File: config.mk
export PLATFORM = sky130hd
export DESIGN_NAME = cds_dma_status
export DESIGN_NICKNAME = d
export VERILOG_FILES = /design/src/hdl/cds_pkg.sv /design/src/hdl/cds_dma_status.sv /design/src/hdl/cds_refetch_timer.sv
export SDC_FILE = /design/constraint.sdc
export NUM_CORES = 1
export LEC_CHECK = 0
export BUFFER_PORTS_ARGS = -buffer_cell sky130_fd_sc_hd__buf_2
export CAP_MARGIN = 5
export CORE_MARGIN = 8
export CORE_UTILIZATION = 30
export CTS_CLUSTER_SIZE = 16
export DETAILED_ROUTE_END_ITERATION = 10
export SETUP_SLACK_MARGIN = 0.15
export SYNTH_ARGS = -nofsm -noshare
export SYNTH_HDL_FRONTEND = slang
export SYNTH_SLANG_ARGS = --single-unit
File: constraint.sdc
create_clock -name clk -period 12.2 [get_ports clk]
set_clock_uncertainty 0.2 [all_clocks]
set_input_delay 0 -clock clk [delete_from_list [all_inputs] [get_ports clk]]
set_output_delay 0 -clock clk [all_outputs]
set_load 0.05 [all_outputs]
File: src/hdl/cds_pkg.sv
// Shared constants and types for the crypto descriptor DMA status block.
package cds_pkg;

  // APB address width and data width.
  localparam int APB_ADDR_W = 12;
  localparam int DATA_W = 32;

  // Register byte offsets on APB.
  localparam logic [APB_ADDR_W-1:0] OFF_CONTROL = 12'h000;
  localparam logic [APB_ADDR_W-1:0] OFF_CHAIN_BASE = 12'h004;
  localparam logic [APB_ADDR_W-1:0] OFF_STATUS = 12'h008;
  localparam logic [APB_ADDR_W-1:0] OFF_INT_SOURCE = 12'h00C;
  localparam logic [APB_ADDR_W-1:0] OFF_INT_ENABLE = 12'h010;
  localparam logic [APB_ADDR_W-1:0] OFF_REFETCH_WAIT = 12'h014;

  // Reset values.
  localparam logic [31:0] RESET_WORD = 32'h0000_0000;
  localparam logic [15:0] RESET_HALF = 16'h0000;

  // Control register bit positions.
  localparam int CTRL_RUN_BIT = 0;
  localparam int CTRL_FETCH_BIT = 1;
  localparam int CTRL_ENGINE_RST_BIT = 2;

  // Status register field positions.
  localparam int STAT_MODE_LSB = 29;
  localparam int STAT_OP_LSB = 26;
  localparam int STAT_PHASE_LSB = 24;
  localparam int STAT_STATE_LSB = 18;
  localparam int STAT_START_BIT = 17;
  localparam int STAT_ACTIVE_BIT = 16;

  // Interrupt source and enable bit positions.
  localparam int INT_PENDING_BIT = 0;
  localparam int INT_LAST_BIT = 1;
  localparam int INT_PACKET_BIT = 2;
  localparam int INT_ACCESS_BIT = 3;

  // Descriptor control word fields.
  localparam int DESC_ENABLED_BIT = 15;
  localparam int DESC_LAST_BIT = 14;
  localparam int DESC_PKT_END_BIT = 13;
  localparam int DESC_MODE_LSB = 8;
  localparam int DESC_OP_LSB = 5;

  // Byte offsets of the words inside one descriptor, and the spacing of descriptors.
  localparam logic [31:0] DESC_OFF_SA = 32'h0000_0004;
  localparam logic [31:0] DESC_OFF_SRC = 32'h0000_0008;
  localparam logic [31:0] DESC_OFF_DST = 32'h0000_000C;
  localparam logic [31:0] DESC_STRIDE = 32'h0000_0010;

  // Reported state codes of the descriptor processor.
  localparam logic [3:0] CODE_IDLE = 4'h0;
  localparam logic [3:0] CODE_PEND = 4'h1;
  localparam logic [3:0] CODE_LOAD = 4'h2;
  localparam logic [3:0] CODE_DATA = 4'h3;
  localparam logic [3:0] CODE_DONE = 4'h4;
  localparam logic [3:0] CODE_WAIT = 4'h5;
  localparam logic [3:0] CODE_SA = 4'h6;

  // Error phase codes.
  localparam logic [1:0] PHASE_DESC = 2'h0;
  localparam logic [1:0] PHASE_SA = 2'h1;
  localparam logic [1:0] PHASE_SRC = 2'h2;
  localparam logic [1:0] PHASE_DST = 2'h3;

  // One-hot states of the descriptor processor.
  typedef enum logic [6:0] {
    ST_IDLE = 7'b000_0001,
    ST_PEND = 7'b000_0010,
    ST_LOAD = 7'b000_0100,
    ST_SA = 7'b000_1000,
    ST_DATA = 7'b001_0000,
    ST_DONE = 7'b010_0000,
    ST_WAIT = 7'b100_0000
  } cds_state_t;

  // Memory request issued by the DMA.
  typedef struct packed {
    logic req;
    logic write;
    logic [31:0] addr;
    logic [31:0] wdata;
  } cds_mem_req_t;

  // Memory answer to one request.
  typedef struct packed {
    logic ack;
    logic err;
    logic [31:0] rdata;
  } cds_mem_rsp_t;

endpackage

File: src/hdl/cds_dma_status.sv
// Behaviour
// - Chain base register, 32-bit, read/write, resets zero.
// - Fetching starts at chain base once enabled.
// - Status 31-29 report fault mode.
// - Status 28-26 report failing operation.
// - Status 25-24 report DMA fault phase.
// - Status 21-18 show descriptor processor state.
// - Status 17 set once DMA started.
// - Status 16 set while processor active.
// - Status 15-0 mirror current control word.
// - Status 23-22 zero; status read-only, resets zero.
// - Source bit 3 set on memory error.
// - Source bit 2 set on packet completion.
// - Source bit 1 set after last descriptor.
// - Source bit 0 is OR of all.
// - Source bits 31-4 zero; resets zero.
// - DMA starts descriptors only while run enable set; one in work runs to its end.
// - Disabled descriptor refetched after programmed wait.
module cds_dma_status (
  // Clock and reset.
  input wire logic clk,
  input wire logic reset,
  // APB slave port.
  input wire logic psel,
  input wire logic penable,
  input wire logic pwrite,
  input wire logic [cds_pkg::APB_ADDR_W-1:0] paddr,
  input wire logic [31:0] pwdata,
  output logic [31:0] prdata,
  output logic pready,
  output logic pslverr,
  // Memory master port of the DMA.
  output cds_pkg::cds_mem_req_t memRequest,
  input wire cds_pkg::cds_mem_rsp_t memResponse,
  // Interrupt output.
  output logic irq
);
  import cds_pkg::*;

  // Software-written control state.
  logic runEnable_reg; // DMA run enable.
  logic fetchEnable_reg; // Descriptor fetch enable, cleared by hardware at chain end.
  logic engineRst_reg; // One-cycle engine reset pulse.
  logic [31:0] chainBase_reg; // Address of the first descriptor.
  logic [3:0] intEnable_reg; // Individual enables and the global enable in bit 0.
  logic [15:0] refetchWait_reg; // Wait before refetching a disabled descriptor.

  // Descriptor processor state.
  cds_state_t state_reg;
  cds_state_t state_next;
  logic [31:0] descAddr_reg; // Address of the descriptor in work.
  logic [31:0] descAddr_next;
  logic [15:0] descCtrl_reg; // Control word of the descriptor in work.
  logic dstHalf_reg; // Low during the source read, high during the destination write.
  logic dstHalf_next;
  logic [31:0] dataWord_reg; // Source word carried to the destination.
  logic started_reg; // A DMA start has happened.

  // Captured fault information.
  logic [2:0] faultMode_reg;
  logic [2:0] faultOp_reg;
  logic [1:0] faultPhase_reg;
  logic faultHeld_reg; // Set once a fault has been captured.

  // Interrupt flags, bits 3 to 1 of the source register.
  logic [3:1] flags_reg;
  logic irq_reg;

  // Bus and memory output registers.
  logic [31:0] prdata_reg;
  logic pready_reg;
  logic pslverr_reg;
  cds_mem_req_t memReq_reg;
  cds_mem_req_t memReq_next;

  // Address decode of the APB request.
  wire logic setupPhase = psel && !penable;
  wire logic writeTake = psel && penable && pready_reg && pwrite;
  wire logic hitControl = (paddr == OFF_CONTROL);
  wire logic hitBase = (paddr == OFF_CHAIN_BASE);
  wire logic hitStatus = (paddr == OFF_STATUS);
  wire logic hitSource = (paddr == OFF_INT_SOURCE);
  wire logic hitEnable = (paddr == OFF_INT_ENABLE);
  wire logic hitWait = (paddr == OFF_REFETCH_WAIT);
  wire logic mapped = hitControl || hitBase || hitStatus || hitSource || hitEnable || hitWait;

  // Memory access outcome for the request that is out.
  wire logic accessDone = memReq_reg.req && memResponse.ack && !memResponse.err;
  wire logic accessErr = memReq_reg.req && memResponse.err;
  wire logic runOk = runEnable_reg && fetchEnable_reg && !engineRst_reg;

  // Events raised in this cycle.
  wire logic doneState = (state_reg == ST_DONE);
  wire logic chainEnd = doneState && descCtrl_reg[DESC_LAST_BIT];
  wire logic [3:1] flagSet = {accessErr,
                              doneState && descCtrl_reg[DESC_PKT_END_BIT],
                              chainEnd};
  wire logic [3:1] flagClear = (writeTake && hitSource) ? pwdata[3:1] : 3'h0;
  wire logic [3:1] flags_next = (flags_reg & ~flagClear) | flagSet;
  wire logic anyPending = |flags_reg;
  wire logic irq_next = intEnable_reg[INT_PENDING_BIT] && |(flags_next & intEnable_reg[3:1]);

  // Refetch timer for disabled descriptors.
  wire logic waitArm = (state_reg == ST_WAIT);
  wire logic waitExpired;

  cds_refetch_timer #(
    .W(16)
  ) refetchTimer (
    .clk(clk),
    .reset(reset),
    .arm(waitArm),
    .cycles(refetchWait_reg),
    .expired(waitExpired)
  );

  // Reported state code of the descriptor processor.
  logic [3:0] stateCode;
  always_comb begin
    case (state_reg)
      ST_IDLE: stateCode = CODE_IDLE;
      ST_PEND: stateCode = CODE_PEND;
      ST_LOAD: stateCode = CODE_LOAD;
      ST_SA: stateCode = CODE_SA;
      ST_DATA: stateCode = CODE_DATA;
      ST_DONE: stateCode = CODE_DONE;
      ST_WAIT: stateCode = CODE_WAIT;
      default: stateCode = CODE_IDLE;
    endcase
  end

  // Phase of the access that is out, used when a fault is captured.
  logic [1:0] currentPhase;
  always_comb begin
    case (state_reg)
      ST_SA: currentPhase = PHASE_SA;
      ST_DATA: currentPhase = dstHalf_reg ? PHASE_DST : PHASE_SRC;
      default: currentPhase = PHASE_DESC;
    endcase
  end

  // Status word; bits 23-22 stay zero.
  wire logic [31:0] statusWord = {faultMode_reg,
                                  faultOp_reg,
                                  faultPhase_reg,
                                  2'b00,
                                  stateCode,
                                  started_reg,
                                  (state_reg != ST_IDLE),
                                  descCtrl_reg};
  wire logic [31:0] sourceWord = {28'h000_0000, flags_reg, anyPending};

  // Read data selection; unmapped addresses read zero.
  wire logic [31:0] readMux =
    hitControl ? {29'h0000_0000, engineRst_reg, fetchEnable_reg, runEnable_reg} :
    hitBase ? chainBase_reg :
    hitStatus ? statusWord :
    hitSource ? sourceWord :
    hitEnable ? {28'h000_0000, intEnable_reg} :
    hitWait ? {16'h0000, refetchWait_reg} :
    32'h0000_0000;

  // Next state of the descriptor processor.
  always_comb begin
    state_next = state_reg;
    descAddr_next = descAddr_reg;
    dstHalf_next = dstHalf_reg;
    case (state_reg)
      // Waits for run and fetch enable, then starts at the chain base.
      ST_IDLE: begin
        if (runOk) begin
          state_next = ST_PEND;
          descAddr_next = chainBase_reg;
        end
      end
      // A fetch is pending; the control word read is issued next.
      ST_PEND: begin
        state_next = runOk ? ST_LOAD : ST_IDLE;
      end
      // Reads the control word of the descriptor.
      ST_LOAD: begin
        if (accessErr) begin
          state_next = ST_IDLE;
        end else if (accessDone) begin
          if (memResponse.rdata[DESC_ENABLED_BIT]) begin
            state_next = ST_SA;
          end else begin
            state_next = ST_WAIT;
          end
        end
      end
      // Reads the security association pointer.
      ST_SA: begin
        if (accessErr) begin
          state_next = ST_IDLE;
        end else if (accessDone) begin
          state_next = ST_DATA;
          dstHalf_next = 1'b0;
        end
      end
      // Reads the source word, then writes it to the destination.
      ST_DATA: begin
        if (accessErr) begin
          state_next = ST_IDLE;
        end else if (accessDone && !dstHalf_reg) begin
          dstHalf_next = 1'b1;
        end else if (accessDone) begin
          state_next = ST_DONE;
        end
      end
      // Descriptor finished; moves on unless it closed the chain or runOk is low.
      ST_DONE: begin
        if (descCtrl_reg[DESC_LAST_BIT] || !runOk) begin
          state_next = ST_IDLE;
        end else begin
          state_next = ST_PEND;
          descAddr_next = descAddr_reg + DESC_STRIDE;
        end
      end
      // Descriptor was disabled; waits, then reads its control word again.
      ST_WAIT: begin
        if (!runOk) begin
          state_next = ST_IDLE;
        end else if (waitExpired) begin
          state_next = ST_LOAD;
        end
      end
      default: begin
        state_next = ST_IDLE;
      end
    endcase
  end

  // Memory request that goes with the next state; it is held until answered.
  always_comb begin
    memReq_next = '0;
    case (state_next)
      ST_LOAD: begin
        memReq_next.req = 1'b1;
        memReq_next.addr = descAddr_next;
      end
      ST_SA: begin
        memReq_next.req = 1'b1;
        memReq_next.addr = descAddr_next + DESC_OFF_SA;
      end
      ST_DATA: begin
        memReq_next.req = 1'b1;
        memReq_next.write = dstHalf_next;
        memReq_next.addr = descAddr_next + (dstHalf_next ? DESC_OFF_DST : DESC_OFF_SRC);
        memReq_next.wdata = (accessDone && !dstHalf_reg) ? memResponse.rdata : dataWord_reg;
      end
      default: begin
        memReq_next = '0;
      end
    endcase
  end

  // APB answer: read data and error are prepared in the setup cycle.
  always_ff @(posedge clk) begin
    if (reset) begin
      prdata_reg <= RESET_WORD;
      pready_reg <= 1'b0;
      pslverr_reg <= 1'b0;
    end else begin
      pready_reg <= setupPhase;
      pslverr_reg <= setupPhase && !mapped;
      prdata_reg <= (setupPhase && !pwrite) ? readMux : RESET_WORD;
    end
  end

  // Software-written registers.
  always_ff @(posedge clk) begin
    if (reset) begin
      runEnable_reg <= 1'b0;
      fetchEnable_reg <= 1'b0;
      engineRst_reg <= 1'b0;
      chainBase_reg <= RESET_WORD;
      intEnable_reg <= 4'h0;
      refetchWait_reg <= RESET_HALF;
    end else begin
      engineRst_reg <= writeTake && hitControl && pwdata[CTRL_ENGINE_RST_BIT];
      if (writeTake && hitControl) begin
        runEnable_reg <= pwdata[CTRL_RUN_BIT];
        fetchEnable_reg <= pwdata[CTRL_FETCH_BIT];
      end else if (chainEnd || accessErr) begin
        fetchEnable_reg <= 1'b0;
      end
      if (writeTake && hitBase) begin
        chainBase_reg <= pwdata;
      end
      if (writeTake && hitEnable) begin
        intEnable_reg <= pwdata[3:0];
      end
      if (writeTake && hitWait) begin
        refetchWait_reg <= pwdata[15:0];
      end
    end
  end

  // Descriptor processor registers; the engine reset returns them to idle.
  always_ff @(posedge clk) begin
    if (reset || engineRst_reg) begin
      state_reg <= ST_IDLE;
      descAddr_reg <= RESET_WORD;
      descCtrl_reg <= RESET_HALF;
      dstHalf_reg <= 1'b0;
      dataWord_reg <= RESET_WORD;
      started_reg <= 1'b0;
      memReq_reg <= '0;
    end else begin
      state_reg <= state_next;
      descAddr_reg <= descAddr_next;
      dstHalf_reg <= dstHalf_next;
      memReq_reg <= memReq_next;
      if (state_reg == ST_LOAD && accessDone) begin
        descCtrl_reg <= memResponse.rdata[15:0];
      end
      if (state_reg == ST_DATA && accessDone && !dstHalf_reg) begin
        dataWord_reg <= memResponse.rdata;
      end
      if (state_reg == ST_IDLE && runOk) begin
        started_reg <= 1'b1;
      end
    end
  end

  // Fault capture keeps the first fault until reset or engine reset.
  always_ff @(posedge clk) begin
    if (reset || engineRst_reg) begin
      faultMode_reg <= 3'h0;
      faultOp_reg <= 3'h0;
      faultPhase_reg <= 2'h0;
      faultHeld_reg <= 1'b0;
    end else if (accessErr && !faultHeld_reg) begin
      faultMode_reg <= descCtrl_reg[DESC_MODE_LSB +: 3];
      faultOp_reg <= descCtrl_reg[DESC_OP_LSB +: 3];
      faultPhase_reg <= currentPhase;
      faultHeld_reg <= 1'b1;
    end
  end

  // Sticky interrupt flags: a new event wins over a clear in the same cycle.
  always_ff @(posedge clk) begin
    if (reset) begin
      flags_reg <= 3'h0;
      irq_reg <= 1'b0;
    end else begin
      flags_reg <= flags_next;
      irq_reg <= irq_next;
    end
  end

  // Outputs come straight from registers.
  assign prdata = prdata_reg;
  assign pready = pready_reg;
  assign pslverr = pslverr_reg;
  assign memRequest = memReq_reg;
  assign irq = irq_reg;
endmodule

File: src/hdl/cds_refetch_timer.sv
// Counts the programmed number of cycles while armed, then pulses expired once.
module cds_refetch_timer #(
  parameter int W = 16
) (
  // Clock and reset.
  input wire logic clk,
  input wire logic reset,
  // Control.
  input wire logic arm,
  input wire logic [W-1:0] cycles,
  // Result.
  output logic expired
);
  import cds_pkg::*;

  logic [W-1:0] count_reg; // Cycles spent armed so far.
  logic expired_reg; // One-cycle pulse when the wait is over.

  // A programmed count of zero still waits one cycle.
  wire logic [W-1:0] limit = (cycles == '0) ? W'(1) : cycles;
  wire logic hit = arm && !expired_reg && (count_reg == limit - W'(1));

  // The counter restarts whenever the timer is not armed.
  always_ff @(posedge clk) begin
    if (reset || !arm) begin
      count_reg <= '0;
      expired_reg <= 1'b0;
    end else begin
      count_reg <= count_reg + W'(1);
      expired_reg <= hit;
    end
  end

  assign expired = expired_reg;
endmodule
==> qor.yml, run 1 <==
floorplan:
  std_cell_rows: 73
  die-area_mm2: 0.04673
  io_pins: 184
  start_util: 0.3032
  die_w_um: 216.2
  core_area_mm2: 0.03964
  die_y_um: 216.2
timing:
  drv_slew: 0
  period_share: 0.4275
  worst_slack_ps: 6985
  fmax_mhz: 191.8
  rsz0062_at_grt: "false"
  worstMarginPinSlew_ps: 1134
  setup_viol: 0
  tns_ps: 0
  finalHoldViolCount: 0
  post-route-min-period_ps: 5215
  slew_headroom: 0.2426
  worst_hold_slack_ps: 35.31
flow_run:
  drv_cap: 0
final_layout:
  final_cell_mix: "349 x nand2_1, 274 x dfxtp_1, 183 x buf_2"
  nets: 1837
  nFillCells: 4062
  final_common_cell: "nand2_1"
  postLayoutCoreUtil: 0.3877
  area_growth_pct: 27.85
  largest_reg_flops: 66
  layout-drive-gt1-share: 0.1589
clocking:
  h-tree-depth: 1
  path_clk_slew_ps: 60
  ctsResizeCount: 0
  post-cts-setup-buffers: 0
  cts.sinks: 274
  cts-root-buf: "clkbuf_16"
  cts_buffers: 30
  clock_path_buffers: 3
  clkLatencyLatePin_ps: 580
  cts_tree: "built"
  cts_hold_buf: 100
power:
  peakVddDrop_uv: 114.3
  power_per_cell_area_mw_per_mm2: 123.4
  p_leak_nw: 5.677
  totalPowerFinal_mw: 1.897
placement:
  port_buffers: 183
  dpl_worst_slack_ps: 7049
  gp_congestion: 0.9169
  post-dp-hpwl_um: 29430
worst_setup_path:
  start_kind: "flip-flop"
  path_class: "reg -> reg"
  path_max_fanout: 14
  required_ps: 12500
  crit_path_end_kind: "flip-flop"
  arrival_ps: 5510
yosys:
  synth-edff-count: 0
  async_flop_share: 0
  synth_top_area_share: 0.4563
  synth_largest_area_cell: "dfxtp_1"
  ys_seq_area_frac: 0.4563
  avgSynthCellArea_um2: 7.960
  synth_area_mm2: 0.01202
  syn_inst: 1510
  syn_nets: 1599
  synth_seq_cells: 274
  post_synth_num_cell_types: 76
  synthTopCellsByArea: "dfxtp_1 46%, nand2_1 11%, a21oi_1 7.2%, nor2_1 4.4%, clkbuf_1 2.5%"
  synth_flop_cell: "dfxtp_1"
  ys_warn_count: 0
detailed_routing:
  vias: 11850
  route.antenna.remaining_nets: 0
  drt_iter0_markers: 1140
  vias_per_cell: 5.163
  wl_per_cell_um: 18.02
  drc: 0
  dr.pass1.iters: 6
  totalWireLength_um: 41350
global_route:
  grt_start_max_net_pins: 89
  overflow: 0
  grt_pass1_wl_um: 64690
  grt_pass1_vias: 11320
  antenna_found_initial: 1
  track_usage: 0.1685
outcome:
  outcome: "complete, no violations"
hold_path:
  hp-class: "in -> reg"
==> synth_stat cells (15+ instances only) <==
master / n
mux2i_1: 19
nand4_1: 16
nand2_1: 349
clkbuf_1: 79
a222oi_1: 17
inv_1: 23
dfxtp_1: 274
xor2_1: 19
o21ai_0: 49
and3_1: 17
nor4_1: 19
nor3_1: 17
xnor2_1: 17
nor2_1: 141
a22o_1: 15
a21oi_1: 174
nand3_1: 53
==> per-layer routing <==
layer / part of all wire / vias to the layer above / track usage
met5: 0 / - / 0
met4: 0.026 / 0 / 0.04711
met3: 0.079 / 62 / 0.03189
met2: 0.46 / 489 / 0.2734
met1: 0.44 / 5545 / 0.2259
li1: - / 5749 / -
==> critical path, stage by stage, from the launching register on <==
cell      delay (ps)
dfxtp_1          500
nor3b_2          490
nand4_1          720
mux2i_1          320
inv_1            100
ha_1             170
inv_1             60
fa_1             400
inv_1             90
a32oi_1          140
nor4_1           630
and3b_1          380
nand3_1          330
or4_1            560
o211ai_1          90
==> path summary, 6_finish.rpt <==
kind,startpoint,cells past startpoint,slack (ps),endpoint
setup / recovery,state_reg[6],14,6990,memRequest[54]
hold / removal,memResponse[23],4,40,memRequest[23]
setup reg to reg,state_reg[6],14,6990,memRequest[54]
hold reg to reg,dataWord_reg[8],2,250,memRequest[8]
==> per-stage QoR <==
| stage | std cells | cell area (um^2) |
|---|---|---|
| CTS | 2293 | 15370 |
| global route | 2294 | 15370 |
| floorplan | 1510 | 12020 |
| finish | 2294 | 15370 |
| detailed placement | 2141 | 13350 |
| global placement | 2141 | 13350 |
==> cell families (layout without fill, tap and decap cells) <==
family,after synthesis,in the layout,share of synthesized area
muxes,26,26,0.02332
and+or+nand+nor,709,709,0.2705
xor gates and xnor gates,36,36,0.02623
adders and majority gates,6,6,0.006870
other,0,1,0
DFF,274,274,0.4563
buffers and inverters,115,373,0.03862
AOI/OAI and AO/OA,344,344,0.1781
==> report_power, final <==
group	switching, mW	total, mW	internal [mW]	leakage [nW]
registers	0.0000937	0.895	0.895	2.21
clock network	0.376	0.946	0.570	0.502
logic	0.0274	0.0557	0.0283	2.97
total	0.404	1.90	1.49	5.68
==> layout make-up <==
cell class              instances  area (um^2)  area share
multi-input cells            1121         6088      0.3962
inverters                      23        86.33    0.005618
clock inverters                12        170.2     0.01107
clock buffers                  40        849.6     0.05528
well taps                     525        656.9     0.04274
flip-flops and latches        274         5485      0.3569
repair buffers                298         2029      0.1321
diodes                          1        2.502   0.0001628
(Power assumes the default switching activity.)
==> run 2: changes to the inputs <==
Clock period 12.2 ns to 4.8 ns, I/O delays scaled along.
==> qor.yml, run 2 (same netlist as run 1, synthesis figures left out) <==
worst_setup_path:
  reg2reg_from: "memRequest[65]"
  path_max_fanout: 12
  critPathSlowestCell: "dlygate4sd3_1"
  start_kind: "flip-flop"
  cp_slowest_stage_delay_ps: 690
  cp-startpoint: "memRequest[65]"
  required_ps: 5090
  path_class: "reg -> reg"
  arrival_ps: 4650
  crit_path_end_kind: "flip-flop"
  path_cells: "nand3b_1 -> dlygate4sd3_1 -> nor2_1 -> nor2_1 -> nand2_1 -> ha_1 -> inv_1 -> fa_1 -> inv_1 -> a32oi_1 -> nor4_1 -> buf_4 -> and3b_1 -> nand3_2 -> or4_1 -> o211ai_1"
clocking:
  clock_path_buffers: 3
  cts.sinks: 274
  cts-root-buf: "clkbuf_16"
  path_clk_slew_ps: 60
  post-cts-setup-buffers: 0
  cts_tree: "built"
  cts_buffers: 31
  h-tree-depth: 1
  clkLatencyLatePin_ps: 570
detailed_routing:
  totalWireLength_um: 41670
  dr.pass1.iters: 8
  drc: 0
  vias_per_cell: 5.139
  vias: 11870
  drt_iter0_markers: 971
  wl_per_cell_um: 18.05
  route.antenna.remaining_nets: 0
hold_path:
  hp-start: "memResponse[16]"
  hp-class: "in -> reg"
timing:
  post-route-min-period_ps: 4357
  fmax_mhz: 229.5
  rsz0062_at_grt: "false"
  worst_hold_slack_ps: 35.34
  tns_ps: 0
  finalHoldViolCount: 0
  slew_headroom: 0.1942
  drv_slew: 0
  period_share: 0.9076
  worstMarginPinSlew_ps: 1209
  worst_slack_ps: 443.3
  setup_viol: 0
global_route:
  antenna_found_initial: 0
  grt_start_max_net_pins: 89
  overflow: 0
  grt_pass1_vias: 11760
  grt_pass1_wl_um: 66400
  track_usage: 0.1720
outcome:
  outcome: "complete, no violations"
final_layout:
  area_growth_pct: 28.43
  layout-drive-gt1-share: 0.1687
  largest_reg_flops: 66
  final_cell_mix: "349 x nand2_1, 274 x dfxtp_1, 183 x buf_2"
  postLayoutCoreUtil: 0.3894
  multi_input_area_mm2: 0.006098
  nets: 1851
  diodes: 0
  nFillCells: 4074
  regArea_mm2: 0.005485
  final_common_cell: "nand2_1"
floorplan:
  core_area_mm2: 0.03964
  die_y_um: 216.2
  start_util: 0.3032
  die-area_mm2: 0.04673
  std_cell_rows: 73
  die_w_um: 216.2
  io_pins: 184
power:
  peakVddDrop_uv: 258.6
  p_leak_nw: 5.731
  power_per_cell_area_mw_per_mm2: 308.1
placement:
  dpl_worst_slack_ps: 564.0
  gp_congestion: 0.8797
  port_buffers: 183
  post-dp-hpwl_um: 29910
flow_run:
  drv_cap: 0
[run 2: metrics by stage]
stage / instance area, um^2 / std cells / total power [mW]
floorplan: 12020 / 1510 / 2.354
global route: 15440 / 2309 / 4.909
detailed placement: 13480 / 2159 / 2.416
CTS: 15430 / 2309 / 4.808
global placement: 13480 / 2159 / 2.415
finish: 15440 / 2309 / 4.756
[run 2: path summary, 6_finish.rpt]
path	slack, ps	endpoint	cells past startpoint
min	40	dataWord_reg[16]	4
max	440	memRequest[54]	16
min reg2reg	250	dataWord_reg[19]	2
max reg2reg	440	memRequest[54]	16
[run 2: area by class of cell]
type | count | area share
sequential | 274 | 0.3553
inverter | 23 | 0.005592
tap | 525 | 0.04255
clock inverter | 12 | 0.009402
timing repair buffer | 311 | 0.1370
clock buffer | 43 | 0.05511
multi-input combinational | 1121 | 0.3950
[run 2: worst max-delay path, delay by kind of cell, from the launching register on]
family	cells	cell delay [ps]
adders and majority gates	2	580
AOI/OAI and AO/OA	2	230
and+or+nand+nor	8	1830
buffers and inverters	4	1040
DFF	1	400
[run 2: routing by layer]
layer,global-route usage,wire length (um)
met5,0,0
met4,0.05095,1192
met3,0.03510,2865
met2,0.2769,18730
met1,0.2297,18880
[run 2: timing repair]
action / 4_1_cts / 5_1_grt
endpoints found under the setup margin: 0 / 9
endpoints found under the hold margin: 186 / 0
resized for setup: 0 / 3
hold buffers: 95 / 0
[run 2: power breakdown]
group          internal, mW  switching (mW)  total (mW)
combinational        0.0708          0.0706       0.141
sequential             2.27        0.000251        2.28
clock                  1.39           0.950        2.34
==> run 3: changes to the inputs <==
Settings changed: CELL_PAD_IN_SITES_DETAIL_PLACEMENT set to 1, CELL_PAD_IN_SITES_GLOBAL_PLACEMENT set to 2, PLACE_DENSITY_LB_ADDON set to 0.1.
==> qor.yml, run 3 (same netlist as run 1, synthesis figures left out) <==
hold_path:
  whs_path_depth: 4
  hp-class: "in -> reg"
  hold_end: "dataWord_reg[28]"
  hp-start: "memResponse[28]"
floorplan:
  std_cell_rows: 73
  die_w_um: 216.2
  start_util: 0.3032
  die_y_um: 216.2
  core_area_mm2: 0.03964
  io_pins: 184
  die-area_mm2: 0.04673
worst_setup_path:
  arrival_ps: 4520
  cp_slowest_stage_delay_ps: 520
  r2r_cells: 14
  path_class: "reg -> reg"
  cp_common_cell: "inv_1"
  crit_family: "simple AND/OR/NAND/NOR gates"
  reg2reg_from: "state_reg[6]"
  r2r_end: "memRequest[54]"
  required_ps: 5040
  r2r_setup_slack_ps: 520
  timing.critical_path.buf_inv: 3
  start_kind: "flip-flop"
  path_max_fanout: 14
  crit_path_end_kind: "flip-flop"
  critPathSlowestCell: "or4_1"
  path_cells: "nor3b_2 -> nand4_1 -> mux2i_1 -> inv_1 -> ha_1 -> inv_1 -> fa_1 -> inv_1 -> a32oi_1 -> nor4_1 -> and3b_2 -> nand3_2 -> or4_1 -> o211ai_1"
timing:
  tns_ps: 0
  fmax_mhz: 233.8
  slew_headroom: 0.1744
  post-route-min-period_ps: 4276
  period_share: 0.8909
  worstMarginPinSlew_ps: 1234
  drv_slew: 0
  rsz0062_at_grt: "false"
  finalHoldViolCount: 0
  setup_viol: 0
  worst_hold_slack_ps: 60.91
placement:
  port_buffers: 183
  post-dp-hpwl_um: 33760
  gp_congestion: 0.8424
final_layout:
  diodes: 0
  layout-drive-gt1-share: 0.1737
  final_common_cell: "nand2_1"
  largest_reg_flops: 66
  area_growth_pct: 29.94
  nets: 1864
  final_cell_mix: "349 x nand2_1, 274 x dfxtp_1, 183 x buf_2"
global_route:
  grt_use_met2: 0.3301
  grt_pass1_wl_um: 73860
  grt_pass1_vias: 12350
  grt_start_max_net_pins: 64
  antenna_found_initial: 0
  use_met1: 0.2580
  overflow: 0
  top_usage_layer: "met2"
  track_usage: 0.1968
  met3_usage: 0.03524
detailed_routing:
  drc: 0
  vias_per_cell: 5.127
  drt_iter0_markers: 732
  vias: 11900
  wl_per_cell_um: 20.14
  route.antenna.remaining_nets: 0
  dr.pass1.iters: 6
  totalWireLength_um: 46740
clocking:
  cts_tree: "built"
  h-tree-depth: 2
  cts_buffers: 35
  clkLatencyLatePin_ps: 550
  cts.sinks: 274
  path_clk_slew_ps: 60
  cts-root-buf: "clkbuf_16"
  clock_path_buffers: 3
flow_run:
  drv_cap: 0
outcome:
  outcome: "complete, no violations"
power:
  power_per_cell_area_mw_per_mm2: 315.6
  peakVddDrop_uv: 232.9
  p_leak_nw: 5.755
run 3: metrics by stage:
| stage | instance area (um^2) | utilization | power [mW] | instances | worst slack [ps] |
|---|---|---|---|---|---|
| 2_1_floorplan | 12020 | - | 2.354 | 1510 | 677.8 |
| 3_3_place_gp | 13500 | 0.3406 | 2.419 | 2162 | 498.1 |
| 3_5_place_dp | 13500 | 0.3406 | 2.419 | 2162 | 320.5 |
| 4_1_cts | 15600 | 0.3934 | 5.005 | 2321 | 241.7 |
| 5_1_grt | 15620 | 0.3940 | 5.103 | 2321 | 187.9 |
| 6_report | 15620 | 0.3940 | 4.930 | 2321 | 523.6 |
run 3: worst max path at each step:
stage	start	to	slack, ps	cells after the start
6_report	state_reg[6]	memRequest[54]	520	14
4_1_cts	state_reg[4]	memRequest[55]	240	11
2_1_floorplan	memRequest[65]	memRequest[60]	680	16
3_3_place_gp	state_reg[4]	memRequest[54]	500	14
5_1_grt	memRequest[65]	memRequest[54]	190	16
3_5_place_dp	state_reg[4]	memRequest[55]	320	11
run 3: final cells by class:
cell class,instances,area [um^2]
Fill cell,4779,24020
Inverter,23,86.33
Sequential cell,274,5485
Timing Repair Buffer,320,2197
Tap cell,525,656.9
Clock buffer,50,1023
Multi-Input combinational cell,1121,6111
Clock inverter,8,58.81
run 3: report_power, final:
group          leakage (nW)  internal [mW]  switching, mW  total, mW
clock network         0.538           1.48           1.03       2.51
logic                  3.01         0.0707         0.0721      0.143
registers              2.21           2.28       0.000253       2.28
total                  5.75           3.83           1.10       4.93
run 3: layer usage:
metal  wire [um]  vias up  share of wire
met4        1068        0          0.023
met5           0        -              0
met1       21810     5829           0.47
met2       22210      204           0.48
li1            -     5802              -
met3        1656       65          0.035
run 3: repair_timing:
item,in CTS,in global routing
hold buffers,101,0
buffers inserted,0,0
endpoints found under the setup margin,0,16
gates resized for setup,0,6
endpoints found under the hold margin,167,0
run 3: worst min-delay path, delay by kind of cell:
kind,cells,cell delay [ps]
buf+inv,2,650
simple gates,1,50
compound gates,1,50
